[src/checksum_defines.svh]
// Register offsets, field positions and reset values of the checksum accelerator.
// Assumes a 32-bit host word port and a 32-bit pipelined memory read port.
`ifndef CHECKSUM_DEFINES_SVH
`define CHECKSUM_DEFINES_SVH

// ----------------------------------------------------------------
// Register offsets (byte addresses)
// ----------------------------------------------------------------
`define CK_OFS_STATUS   5'h00
`define CK_OFS_ADDR     5'h04
`define CK_OFS_LENGTH   5'h0c
`define CK_OFS_CONTROL  5'h18
`define CK_OFS_RESULT   5'h1c

// ----------------------------------------------------------------
// Field positions
// ----------------------------------------------------------------
`define CK_ST_DONE      0
`define CK_ST_BUSY      1
`define CK_CTL_START    0
`define CK_CTL_IRQ_EN   1

// ----------------------------------------------------------------
// Reset values and limits
// ----------------------------------------------------------------
`define CK_ZERO32       32'h0000_0000
`define CK_ZERO16       16'h0000
`define CK_MAX_OUTSTAND 5'h10

`endif

[src/checksum_pkg.sv]
// Types shared by the checksum accelerator.
// Assumes nothing of its surroundings.
package checksum_pkg;
  typedef enum logic [1:0] {IDLE, RUN, FOLD} ck_state_t;
endpackage

[src/checksum_accel.sv]
// Checksum accelerator: host register port, pipelined read port and
// end-around-carry accumulator. Assumes memory answers reads in order.
`timescale 1ns/1ps
`default_nettype none
`include "checksum_defines.svh"

// Functional notes
// Carry out folds back into next addition
// Read requests issue without waiting for data
// One returned word accumulated every clock
// Host programs address, length, control
// Checksum result readable at own offset
// Status and control are separate registers
// Interrupt raised when whole buffer summed
// Status write of one to done clears pending interrupt
// Result is 16 bits, upper zero
// Status done bit is write one to clear
// Start bit begins; busy/done reported
module checksum_accel (
  // Clock and reset
  input  wire logic        clk,
  input  wire logic        rst,
  // Host register port
  input  wire logic [4:0]  host_addr,
  input  wire logic        host_write,
  input  wire logic        host_read,
  input  wire logic [31:0] host_wdata,
  output logic      [31:0] host_rdata,
  // Memory read port
  output logic      [31:0] mem_addr,
  output logic             mem_read,
  input  wire logic        mem_waitrequest,
  input  wire logic [31:0] mem_rdata,
  input  wire logic        mem_rdata_valid,
  // Interrupt
  output logic             irq
);

  // ----------------------------------------------------------------
  // State and working registers
  // ----------------------------------------------------------------
  checksum_pkg::ck_state_t state_r;
  logic [31:0] base_r;
  logic [30:0] length_r;
  logic [1:0]  control_r;
  logic        done_r;
  logic [31:0] rd_addr_r;
  logic [29:0] req_left_r;
  logic [29:0] rsp_left_r;
  logic [4:0]  outstand_r;
  logic [31:0] acc_r;
  logic        carry_r;
  logic [15:0] result_r;
  logic [32:0] sum_nxt;
  logic [16:0] fold_nxt;
  logic        req_go;
  logic        wr_status;
  logic        wr_control;

  // ----------------------------------------------------------------
  // Register decode
  // ----------------------------------------------------------------
  // Offset match shared by every write strobe
  function automatic logic hit(input logic [4:0] a, input logic [4:0] ofs);
    hit = (a == ofs);
  endfunction

  // Words to fetch: a partial trailing word costs a whole read and its
  // spare bytes are summed unmasked, so hosts should pad with zeros
  function automatic logic [29:0] word_count(input logic [30:0] len);
    word_count = {1'b0, len[30:2]} + {29'h0000_0000, |len[1:0]};
  endfunction

  assign wr_status  = host_write && hit(host_addr, `CK_OFS_STATUS);
  assign wr_control = host_write && hit(host_addr, `CK_OFS_CONTROL);

  // ----------------------------------------------------------------
  // Host registers
  // ----------------------------------------------------------------
  always_ff @(posedge clk) begin
    if (rst) begin
      base_r    <= `CK_ZERO32;
      length_r  <= 31'h0000_0000;
    end else if (state_r == checksum_pkg::IDLE && host_write) begin
      // Address and length are frozen while a buffer is in flight
      // Low two address bits are dropped so every fetch is word-aligned
      if (hit(host_addr, `CK_OFS_ADDR))
        base_r <= {host_wdata[31:2], 2'b00};
      if (hit(host_addr, `CK_OFS_LENGTH))
        length_r <= host_wdata[30:0];
    end
  end

  // Start drops once the run is under way, so a later read shows it clear
  always_ff @(posedge clk) begin
    if (rst) begin
      control_r <= 2'b00;
    end else if (wr_control) begin
      control_r <= host_wdata[1:0];
    end else if (state_r != checksum_pkg::IDLE) begin
      control_r[`CK_CTL_START] <= 1'b0;
    end
  end

  // Done: set wins over a clearing write in the same cycle
  always_ff @(posedge clk) begin
    if (rst) begin
      done_r <= 1'b0;
    end else if (state_r == checksum_pkg::FOLD) begin
      done_r <= 1'b1;
    end else if (wr_status && host_wdata[`CK_ST_DONE]) begin
      done_r <= 1'b0;
    end
  end

  // Registered read data stands until the next read strobe
  always_ff @(posedge clk) begin
    if (rst) begin
      host_rdata <= `CK_ZERO32;
    end else if (host_read) begin
      unique case (host_addr)
        `CK_OFS_STATUS:
          host_rdata <= {30'h0000_0000, state_r != checksum_pkg::IDLE, done_r};
        `CK_OFS_ADDR:    host_rdata <= base_r;
        `CK_OFS_LENGTH:  host_rdata <= {1'b0, length_r};
        `CK_OFS_CONTROL: host_rdata <= {30'h0000_0000, control_r};
        `CK_OFS_RESULT:  host_rdata <= {`CK_ZERO16, result_r};
        default:         host_rdata <= `CK_ZERO32;
      endcase
    end
  end

  // Dropping the enable hides a pending interrupt but does not clear it
  assign irq = done_r && control_r[`CK_CTL_IRQ_EN];

  // ----------------------------------------------------------------
  // Sequencer
  // ----------------------------------------------------------------
  always_ff @(posedge clk) begin
    if (rst) begin
      state_r <= checksum_pkg::IDLE;
    end else begin
      unique case (state_r)
        checksum_pkg::IDLE:
          if (control_r[`CK_CTL_START] && !done_r)
            state_r <= checksum_pkg::RUN;
        checksum_pkg::RUN:
          if (rsp_left_r == 30'h0000_0000)
            state_r <= checksum_pkg::FOLD;
        checksum_pkg::FOLD:
          state_r <= checksum_pkg::IDLE;
        // The spare code falls back to idle instead of locking up
        default: state_r <= checksum_pkg::IDLE;
      endcase
    end
  end

  // ----------------------------------------------------------------
  // Pipelined read requests
  // ----------------------------------------------------------------
  // Outstanding count is capped so an in-order memory can never overrun us
  assign req_go   = state_r == checksum_pkg::RUN && req_left_r != 30'h0000_0000
                    && outstand_r != `CK_MAX_OUTSTAND;
  assign mem_read = req_go;
  assign mem_addr = rd_addr_r;

  always_ff @(posedge clk) begin
    if (rst) begin
      rd_addr_r  <= `CK_ZERO32;
      req_left_r <= 30'h0000_0000;
    end else if (state_r == checksum_pkg::IDLE) begin
      rd_addr_r  <= base_r;
      // Partial trailing word rounds up to a whole word
      req_left_r <= word_count(length_r);
    end else if (req_go && !mem_waitrequest) begin
      rd_addr_r  <= rd_addr_r + 32'h0000_0004;
      req_left_r <= req_left_r - 30'h0000_0001;
    end
  end

  // Accepted requests minus returned words
  always_ff @(posedge clk) begin
    if (rst) begin
      outstand_r <= 5'h00;
    end else begin
      outstand_r <= outstand_r + {4'h0, req_go && !mem_waitrequest}
                    - {4'h0, mem_rdata_valid};
    end
  end

  // ----------------------------------------------------------------
  // End-around-carry accumulator
  // ----------------------------------------------------------------
  // Carry is held one word and added with the next, keeping the adder 33 bits
  assign sum_nxt  = {1'b0, acc_r} + {1'b0, mem_rdata} + {32'h0000_0000, carry_r};
  assign fold_nxt = {1'b0, acc_r[31:16]} + {1'b0, acc_r[15:0]} + {16'h0000, carry_r};

  always_ff @(posedge clk) begin
    if (rst) begin
      acc_r      <= `CK_ZERO32;
      carry_r    <= 1'b0;
      rsp_left_r <= 30'h0000_0000;
    end else if (state_r == checksum_pkg::IDLE) begin
      acc_r      <= `CK_ZERO32;
      carry_r    <= 1'b0;
      rsp_left_r <= word_count(length_r);
    end else if (state_r == checksum_pkg::RUN && mem_rdata_valid) begin
      acc_r      <= sum_nxt[31:0];
      carry_r    <= sum_nxt[32];
      rsp_left_r <= rsp_left_r - 30'h0000_0001;
    end
  end

  always_ff @(posedge clk) begin
    if (rst) begin
      result_r <= `CK_ZERO16;
    end else if (state_r == checksum_pkg::FOLD) begin
      // Second end-around step, then complement as a receiver compares it
      result_r <= ~(fold_nxt[15:0] + {15'h0000, fold_nxt[16]});
    end
  end

endmodule
`default_nettype wire

[config.mk]
export PLATFORM = sky130hd
export DESIGN_NAME = checksum_accel
export DESIGN_NICKNAME = d
export VERILOG_FILES = /design/src/checksum_pkg.sv /design/src/checksum_accel.sv
export VERILOG_INCLUDE_DIRS = /design/src
export SDC_FILE = /design/constraint.sdc
export NUM_CORES = 1
export LEC_CHECK = 0
export ABC_CLOCK_PERIOD_IN_PS = 11200
export BUFFER_PORTS_ARGS = -buffer_cell sky130_fd_sc_hd__buf_2
export CAP_MARGIN = 30
export CORE_AREA = 4 4 161 163
export DETAILED_ROUTE_END_ITERATION = 10
export DIE_AREA = 0 0 165 167
export PLACE_DENSITY_LB_ADDON = 0.2
export REMOVE_ABC_BUFFERS = 1
export SLEW_MARGIN = 30
export SYNTH_ARGS = -nofsm -noshare
export SYNTH_HDL_FRONTEND = slang
export SYNTH_SLANG_ARGS = --single-unit
[constraint.sdc]
create_clock -name clk -period 11.2 [get_ports clk]
set_input_delay 1.12 -clock clk [delete_from_list [all_inputs] [get_ports clk]]
set_output_delay 1.12 -clock clk [all_outputs]
set_load 0.02 [all_outputs]
==> flow_results.org, run 1 <==
** Worst setup path
- Arrival time of the worst setup path :: 5360 ps
- The worst setup path is launched from a register.
- Worst setup EP type :: register
- Worst endpoint required time :: around 12000 ps
- Counting cells, the worst reg-to-reg path comes to 21.
- Crit path kind :: register to register
- Of all nets on the critical path, the largest fanout is 5.

** Status
- The flow ran to the end, and the final reports show no timing, DRC or antenna violations.

** Worst hold path
- Number of stages on the worst hold path :: 2
- The worst hold path belongs to the class register to register.

** Pwr
- Net switching fraction of the power :: 23.7%
- Internal power contribution :: between 1.5 and 2 mW
- Combinational cell fraction of total power :: roughly 7.8%
- The worst-case IR drop observed on VDD is about 0.14 mV.
- Power per standard cell area :: roughly 120 mW/mm^2
- In this run the static leakage power is 6.35 nW.
- Clock network fraction of total power :: between 40% and 50%
- Registers are responsible for roughly 44% of the overall power.
- Net switching power figure :: about 470 uW

** GRT
- The number of global-route vias before repair is roughly 14000.
- Pin count of the biggest net entering global routing :: just over 100
- The first global-routing pass estimated 68000 um of wire.
- For this run the aggregate overflow at the end of global routing stands at 0.
- Global routing used 29.5% of the available tracks across all layers.
- Initial antenna violation count :: 2

** Route
- Number of routed nets with antenna violations :: 0
- Average via count per standard cell :: between 6 and 7
- Total DRC errors in the routed layout :: 0
- Dividing the detail-routed wire length by the instance count gives 18.0 um.
- Detailed-route wire length :: around 42000 um
- For this block, the initial DRC count from the detailed router was 1556.
- For this block, the via count after detailed routing is about 15000.
- For this run, the detailed router's first-pass iteration total came to 6.

** Floorplan
- Starting density of the core :: 59.3%
- The die covers approximately 0.028 mm^2.
- After floorplanning, the core was sized to cover 0.0243 mm^2.
- The die is around 170 um wide.
- The floorplan step set the die height to ~170 um.
- Row generation in the floorplan step produced between 50 and 60 rows.
- In this run the count of I/O pins placed on the die edge is ~140.

** Place
- Post-DP HPWL :: about 30000 um
- During placement, the flow inserted port buffers numbering roughly 140.
- Final weighted congestion of routability-driven global placement :: around 0.9
- Before CTS, the worst setup slack after placement is 6350 ps.

** Timing
- Setup repair after global routing left no endpoint under its margin.
- Worst clock skew :: about 18 ps
- The count of endpoints failing hold in the final timing report is 0.
- After routing, the total negative slack on setup checks comes to 0 ps.
- Minimum hold slack :: 450 ps
- Transition time of the tightest slew-check pin :: 905 ps
- Derived from the worst setup path, the maximum achievable clock frequency is ~200 MHz.
- The final max-slew violation count was 0.
- Worst max-slew margin expressed relative to the limit :: 39.1%
- Across all setup checks in the final design, the least slack found is around 6300 ps.
- Min Clock Period, post-route :: roughly 4900 ps
- Setup violations remaining at the end of the flow were counted as 0.
- Final critical-path share of the clock period :: a little over two fifths

** Layout
- Layout cells sized above 1 :: between 10% and 20%
- Once layout is complete, the utilization of the core stands at between 60% and 70%.
- The area growth from synthesis to layout is 12.4%.
- The final layout contains 2150 nets.

** CTS
- Resized cells post-CTS :: 0
- In this run the number of H-tree levels came out at 1.
- The later pin in the worst-skew pair is clocked with a latency of approximately 530 ps.
- For this design, the CTS-stage hold fixing added 0 buffers.
- After clock tree synthesis, the clock-pin slew on the worst setup and hold paths is approximately 60 ps.
- Once the clock tree was built, the setup fixing pass inserted 0 buffers.
- The longest clock path from root to sink contains 3 buffers.
- TritonCTS clock tree :: yes
- In this run the clock root is driven by a clkbuf_16.
- Number of sinks driven by the clock tree :: between 200 and 250
- The number of clock buffers added by TritonCTS is 27.

** Synthesis
- Yosys attributes the largest share of cell area to dfxtp_1, a21oi_1, nand2_1.
- Register bit count reported by yosys :: around 240
- The Yosys step of the flow raised 0 warnings.
- Post-Syn Area :: roughly 0.014 mm^2
- Gate count of the mapped netlist :: between 1500 and 2000
- Summing the sequential cell areas from Yosys gives approximately a third of the chip area.
- Number of enable-type register cells in the synthesized netlist :: 0
- dfxtp_1 takes more of the synthesized area than any other cell.
- Among all flip-flop cells after synthesis, the most frequent one is dfxtp_1.
- Of all flip-flops after synthesis, the portion carrying an async set or reset was 0%.
- Synth unique cells :: 93
- Each instance of the synthesized netlist takes up on average around 7.5 um^2.
- Fraction of post-synthesis cell area in the top cell type by area :: 33.6%

** Run
- The tool flagged a number of max-cap violations equal to 0.
## power groups by stage
stage                     Combinational [mW]  Clock, mW  Sequential, mW
after CTS                              0.154      0.958           0.880
final                                  0.155      0.954           0.880
after global placement                 0.146          0           0.898
after floorplan                       0.0956          0           0.897
after detailed placement               0.153          0           0.899
after global routing                   0.174       1.00           0.880
## cells in the final DEF (no fill, tap or decap), types with 7 or more instances in the layout
cell       synthesis  routed
a221oi_1          11      11
nand2b_1          11      11
inv_1             53      52
nand3b_1           7       7
nor2_1           204     200
nor4_1            18      18
o21bai_1           7       7
clkbuf_16          0      27
a21oi_1          251     251
nor2b_1           16      16
nand4_1           23      23
o21a_1            14      14
clkbuf_1          82       7
ha_1              59      59
a22oi_1           31      31
nand2_1          292     291
o211ai_1          12      12
dfxtp_1          242     242
nand3_1           68      68
a21boi_0           7       7
buf_4              3      17
or3_1             33      33
a21o_1            29      29
mux2_2            13      13
buf_2              6     137
a31oi_1           20      20
o31ai_1           13      13
and2_1            11      11
xor2_1            27      27
and3_1            19      19
nor3_1            63      63
or2_2              7       7
o21ai_0           78      78
a211oi_1          30      30
xnor2_1           46      46
and4_1             7       7
## Yosys cell counts (11+ instances only)
cell / number
nand2_1: 292
a21oi_1: 251
dfxtp_1: 242
nor2_1: 204
clkbuf_1: 82
o21ai_0: 78
nand3_1: 68
nor3_1: 63
ha_1: 59
inv_1: 53
xnor2_1: 46
or3_1: 33
a22oi_1: 31
a211oi_1: 30
a21o_1: 29
xor2_1: 27
nand4_1: 23
a31oi_1: 20
and3_1: 19
nor4_1: 18
nor2b_1: 16
o21a_1: 14
mux2_2: 13
o31ai_1: 13
o211ai_1: 12
a221oi_1: 11
and2_1: 11
nand2b_1: 11
## per-layer routing
metal  GRT usage [%]  vias to the layer above  routed length (um)
li1                -                     7056                   -
met1            38.2                     6955               17700
met2            50.7                      554               20600
met3            3.14                       96                2630
met4            10.3                        2                1490
met5               0                        -                  20
## cells by family after synthesis
kind of cell             Yosys count  synth area share [%]
buffers and inverters            157                  4.42
XOR/XNOR                          73                  4.44
AND/OR/NAND/NOR                  817                  26.8
other                              1                0.0260
flip-flops                       242                  33.6
adder cells (fa/ha/maj)           64                  5.82
AO/OA/AOI/OAI                    557                  23.7
multiplexers                      16                  1.22
## through the flow
step                      area (um^2)  std cells  power [mW]
final                           16200       2358        1.99
after global routing            16200       2356        2.05
after CTS                       16200       2355        1.99
after detailed placement        15200       2306        1.05
after global placement          15200       2306        1.04
after floorplan                 14000       1826       0.992
## registers in the layout (all words and copies together), names as in the netlist
signal      flops
host_rdata     32
result_r       16
base_r         30
acc_r          32
outstand_r      5
mem_addr       30
carry_r         1
control_r       2
done_r          1
req_left_r     30
rsp_left_r     30
state_r         2
length_r       31
## critical path: stages, from the launching register on
cell       delay (ps)
dfxtp_1           400
fa_1              240
inv_1              60
fa_1              410
nor2b_1           260
o21ai_0           200
a21oi_2           300
a2111oi_1         170
nor2_1            260
nand2_1            80
nand2_1            70
a21o_1            150
ha_1              140
nor2b_1           190
nand2_1           100
nor2_1            100
and4bb_2          300
nand4_2           160
nor4_2            330
a21oi_1           130
or4_1             520
a311oi_1          250
## cell type report
cell class              instances  area, um^2
multi-input cells            1529        8950
well taps                     324         405
fillers                      2119        8120
diodes                          3        7.51
flip-flops and latches        242        4840
clock inverters                11         186
clock buffers                  38         757
inverters                      55         206
repair buffers                156         836
## final timing paths
kind / from / to / slack [ps]
hold / removal: result_r[9] / result_r[9] / 450
setup reg to reg: acc_r[0] / result_r[15] / 6270
setup / recovery: acc_r[0] / result_r[15] / 6270
hold reg to reg: result_r[9] / result_r[9] / 450
(Power assumes the default switching activity.)
==> run 2: changes to the inputs <==
--- a/config.mk
+++ b/config.mk
@@ -6,7 +6,7 @@
 export SDC_FILE = /design/constraint.sdc
 export NUM_CORES = 1
 export LEC_CHECK = 0
-export ABC_CLOCK_PERIOD_IN_PS = 11200
+export ABC_CLOCK_PERIOD_IN_PS = 4600
 export BUFFER_PORTS_ARGS = -buffer_cell sky130_fd_sc_hd__buf_2
 export CAP_MARGIN = 30
 export CORE_AREA = 4 4 161 163
==> constraint.sdc (replaced) <==
create_clock -name clk -period 4.6 [get_ports clk]
set_input_delay 0.46 -clock clk [delete_from_list [all_inputs] [get_ports clk]]
set_output_delay 0.46 -clock clk [all_outputs]
set_load 0.02 [all_outputs]
==> flow_results.org, run 2 (synthesis gave the netlist of run 1 again) <==
** Status
- The flow ran to the end, and the final reports show no timing, DRC or antenna violations.

** Layout
- Cells fill about two thirds of the core in the end.
- Nets :: 2168
- Syn-to-layout area delta :: 13.7%
- Leaving out filler cells and counting taps, the final layout contains 2374.
- The library cell used most frequently in the layout, excluding fill and tap cells, is nand2_1.
- Layout cells sized above 1 :: ~14%
- Largest registers :: acc_r x32, host_rdata x32, length_r x31
- Leading cell types in the layout, fill and taps excluded :: nand2_1, a21oi_1, dfxtp_1, nor2_1, buf_2

** Pwr
- For this design the ratio of total power to cell area is about 300 mW/mm^2.
- Clock network fraction of total power :: 48.7%
- Static Leakage :: 6.46 nW
- Combinational cells account for slightly below 8% of the total power.
- Per report_power, the sequential group accounts for 43.6% of the total.
- Total Power :: 4.92 mW
- In this run the power spent charging and discharging nets is 1.16 mW.
- Of the total power, the share spent switching nets is a little under a quarter.
- Internal power contribution :: 3.76 mW
- Worst-case vdd ir drop :: 0.283 mV

** Timing
- The count of endpoints failing hold in the final timing report was 0.
- After layout, the worst setup slack is 310 ps.
- Summed over all failing endpoints, the final setup total negative slack is 0 ps.
- Setup violations remaining at the end of the flow were counted as 0.
- Transition time of the tightest slew-check pin :: between 800 and 900 ps
- Across the routed clock network, the largest skew measured is roughly 14 ps.
- Based on the critical path, the design can be clocked at up to approximately 230 MHz.
- Min Clock Period, post-route :: around 4300 ps
- Headroom to the max-slew limit came out at between 40% and 50%.
- Fin. max-slew vios :: 0
- Final critical-path share of the clock period :: 93.3%
- RSZ-0062 raised after global routing :: no

** Worst setup path
- Arrival time of the worst setup path :: 4740 ps
- Crit path kind :: register to register
- Worst setup EP type :: register
- Worst-path maximum fanout :: 3
- Sort of element at the start of the critical path :: register
- Worst endpoint required time :: roughly 5000 ps

** Floorplan
- Height of the chip :: about 170 um
- Core box area :: ~0.024 mm^2
- The floorplan step defined a die boundary enclosing about 0.028 mm^2.
- Core Rows :: 57
- For this configuration, the core starts out at a cell density of between 50% and 60%.
- Top Ports :: ~140
- From left edge to right edge, the die measures ~170 um.

** GRT
- Global route overflow :: 0
- Entering global routing, the biggest net connects 73 pins.
- Number of global-route vias before repair :: ~14000
- The first global-routing pass estimated between 60000 and 70000 um of wire.
- The initial antenna violation count is 1.
- For this run, the total global-route usage over all layers was measured as 30.0%.

** Place
- At the placement stage, the worst setup path has a slack of approximately 110 ps.
- The count of buffers added on input and output ports is roughly 140.
- The number of placed instances, taps included, is between 2000 and 2500.
- Post-DP HPWL :: around 31000 um
- At the end of routability-driven placement, the weighted congestion stood at 0.888.

** Route
- Detailed-route wire length :: 43400 um
- Number of routed nets with antenna violations :: 0
- DR iter-0 viols :: 1439
- In the routed layout, each cell is associated on average with a via count of 6.21.
- Number of detailed-route iterations in the first pass :: 6
- Across all layers, the routed design uses between 10000 and 15000 vias.
- In the routed design, unresolved DRC markers number 0.
- WL per Instance :: between 15 and 20 um

** CTS
- Clock tree synthesis selected as its root buffer the cell clkbuf_16.
- The longest clock path from root to sink contains 3 buffers.
- # H-tree levels :: 1
- For this design, the sink count on the clock tree is 242.
- The later pin in the worst-skew pair is clocked with a latency of about 540 ps.
- CTS clk-pin slew, worst paths :: 70 ps
- TritonCTS created 28 clock buffers.
- TritonCTS built the clock tree.

** Worst hold path
- Type of the tightest min-delay check :: primary input to register

** Run
- Across the run, the number of max-cap violations was 0.
[run 2: cell count changes in the layout (fill, tap and decap cells not counted), sizes merged]
cell / before / now
buf: 156 / 173
bufinv: 5 / 4
clkbuf: 38 / 41
clkinv: 6 / 5
diode: 3 / 1
[run 2: layer usage]
metal,up-vias,track usage [%],wire (um)
li1,7106,-,-
met1,6957,38.6,18000
met2,574,51.2,21100
met3,114,3.51,2500
met5,-,0,0
met4,0,11.5,1710
[run 2: layout make-up]
type	count	area, um^2
inverter	55	206
multi-input combinational	1529	8970
clock buffer	41	840
antenna	1	2.50
timing repair buffer	173	960
fill	2130	7930
sequential	242	4850
clock inverter	9	163
tap	324	405
[run 2: power groups by stage]
| stage | logic, mW | clock network (mW) | registers (mW) |
|---|---|---|---|
| floorplan | 0.233 | 0 | 2.18 |
| global placement | 0.359 | 0 | 2.19 |
| detailed placement | 0.372 | 0 | 2.19 |
| CTS | 0.376 | 2.42 | 2.14 |
| global route | 0.421 | 2.51 | 2.14 |
| finish | 0.379 | 2.40 | 2.14 |
[run 2: path summary, 6_finish.rpt]
check	slack (ps)	endpoint	from	depth (start not counted)
setup / recovery	310	result_r[15]	acc_r[0]	21
hold / removal	170	base_r[31]	host_wdata[31]	3
setup reg to reg	310	result_r[15]	acc_r[0]	21
hold reg to reg	450	result_r[8]	result_r[8]	2
[run 2: critical path, cell delays in order (launching register included)]
cell and delay (ps):
dfxtp_2 340, fa_2 400, inv_1 90, fa_2 230
nor2b_2 50, o21ai_0 260, a21oi_2 130, a2111oi_2 350
nor2_1 100, nand2_1 80, nand2_1 50, a21o_1 200
ha_1 180, nor2b_1 130, nand2_1 80, nor2_1 40
and4bb_2 240, nand3_1 110, nor4_1 80, o311a_1 360
or4_1 460, a311oi_1 260
[run 2: what timing repair did]
action	4_1_cts	5_1_grt
setup endpoints to repair	0	1
hold buffers	0	0
hold endpoints to repair	0	0
setup buffers	0	1
gates resized for setup	0	7
[run 2: per-stage QoR]
step           instance area, um^2  hold slack [ps]
2_1_floorplan                14000              422
5_1_grt                      16400              171
3_3_place_gp                 15300              441
6_report                     16400              172
3_5_place_dp                 15400              443
4_1_cts                      16400              162
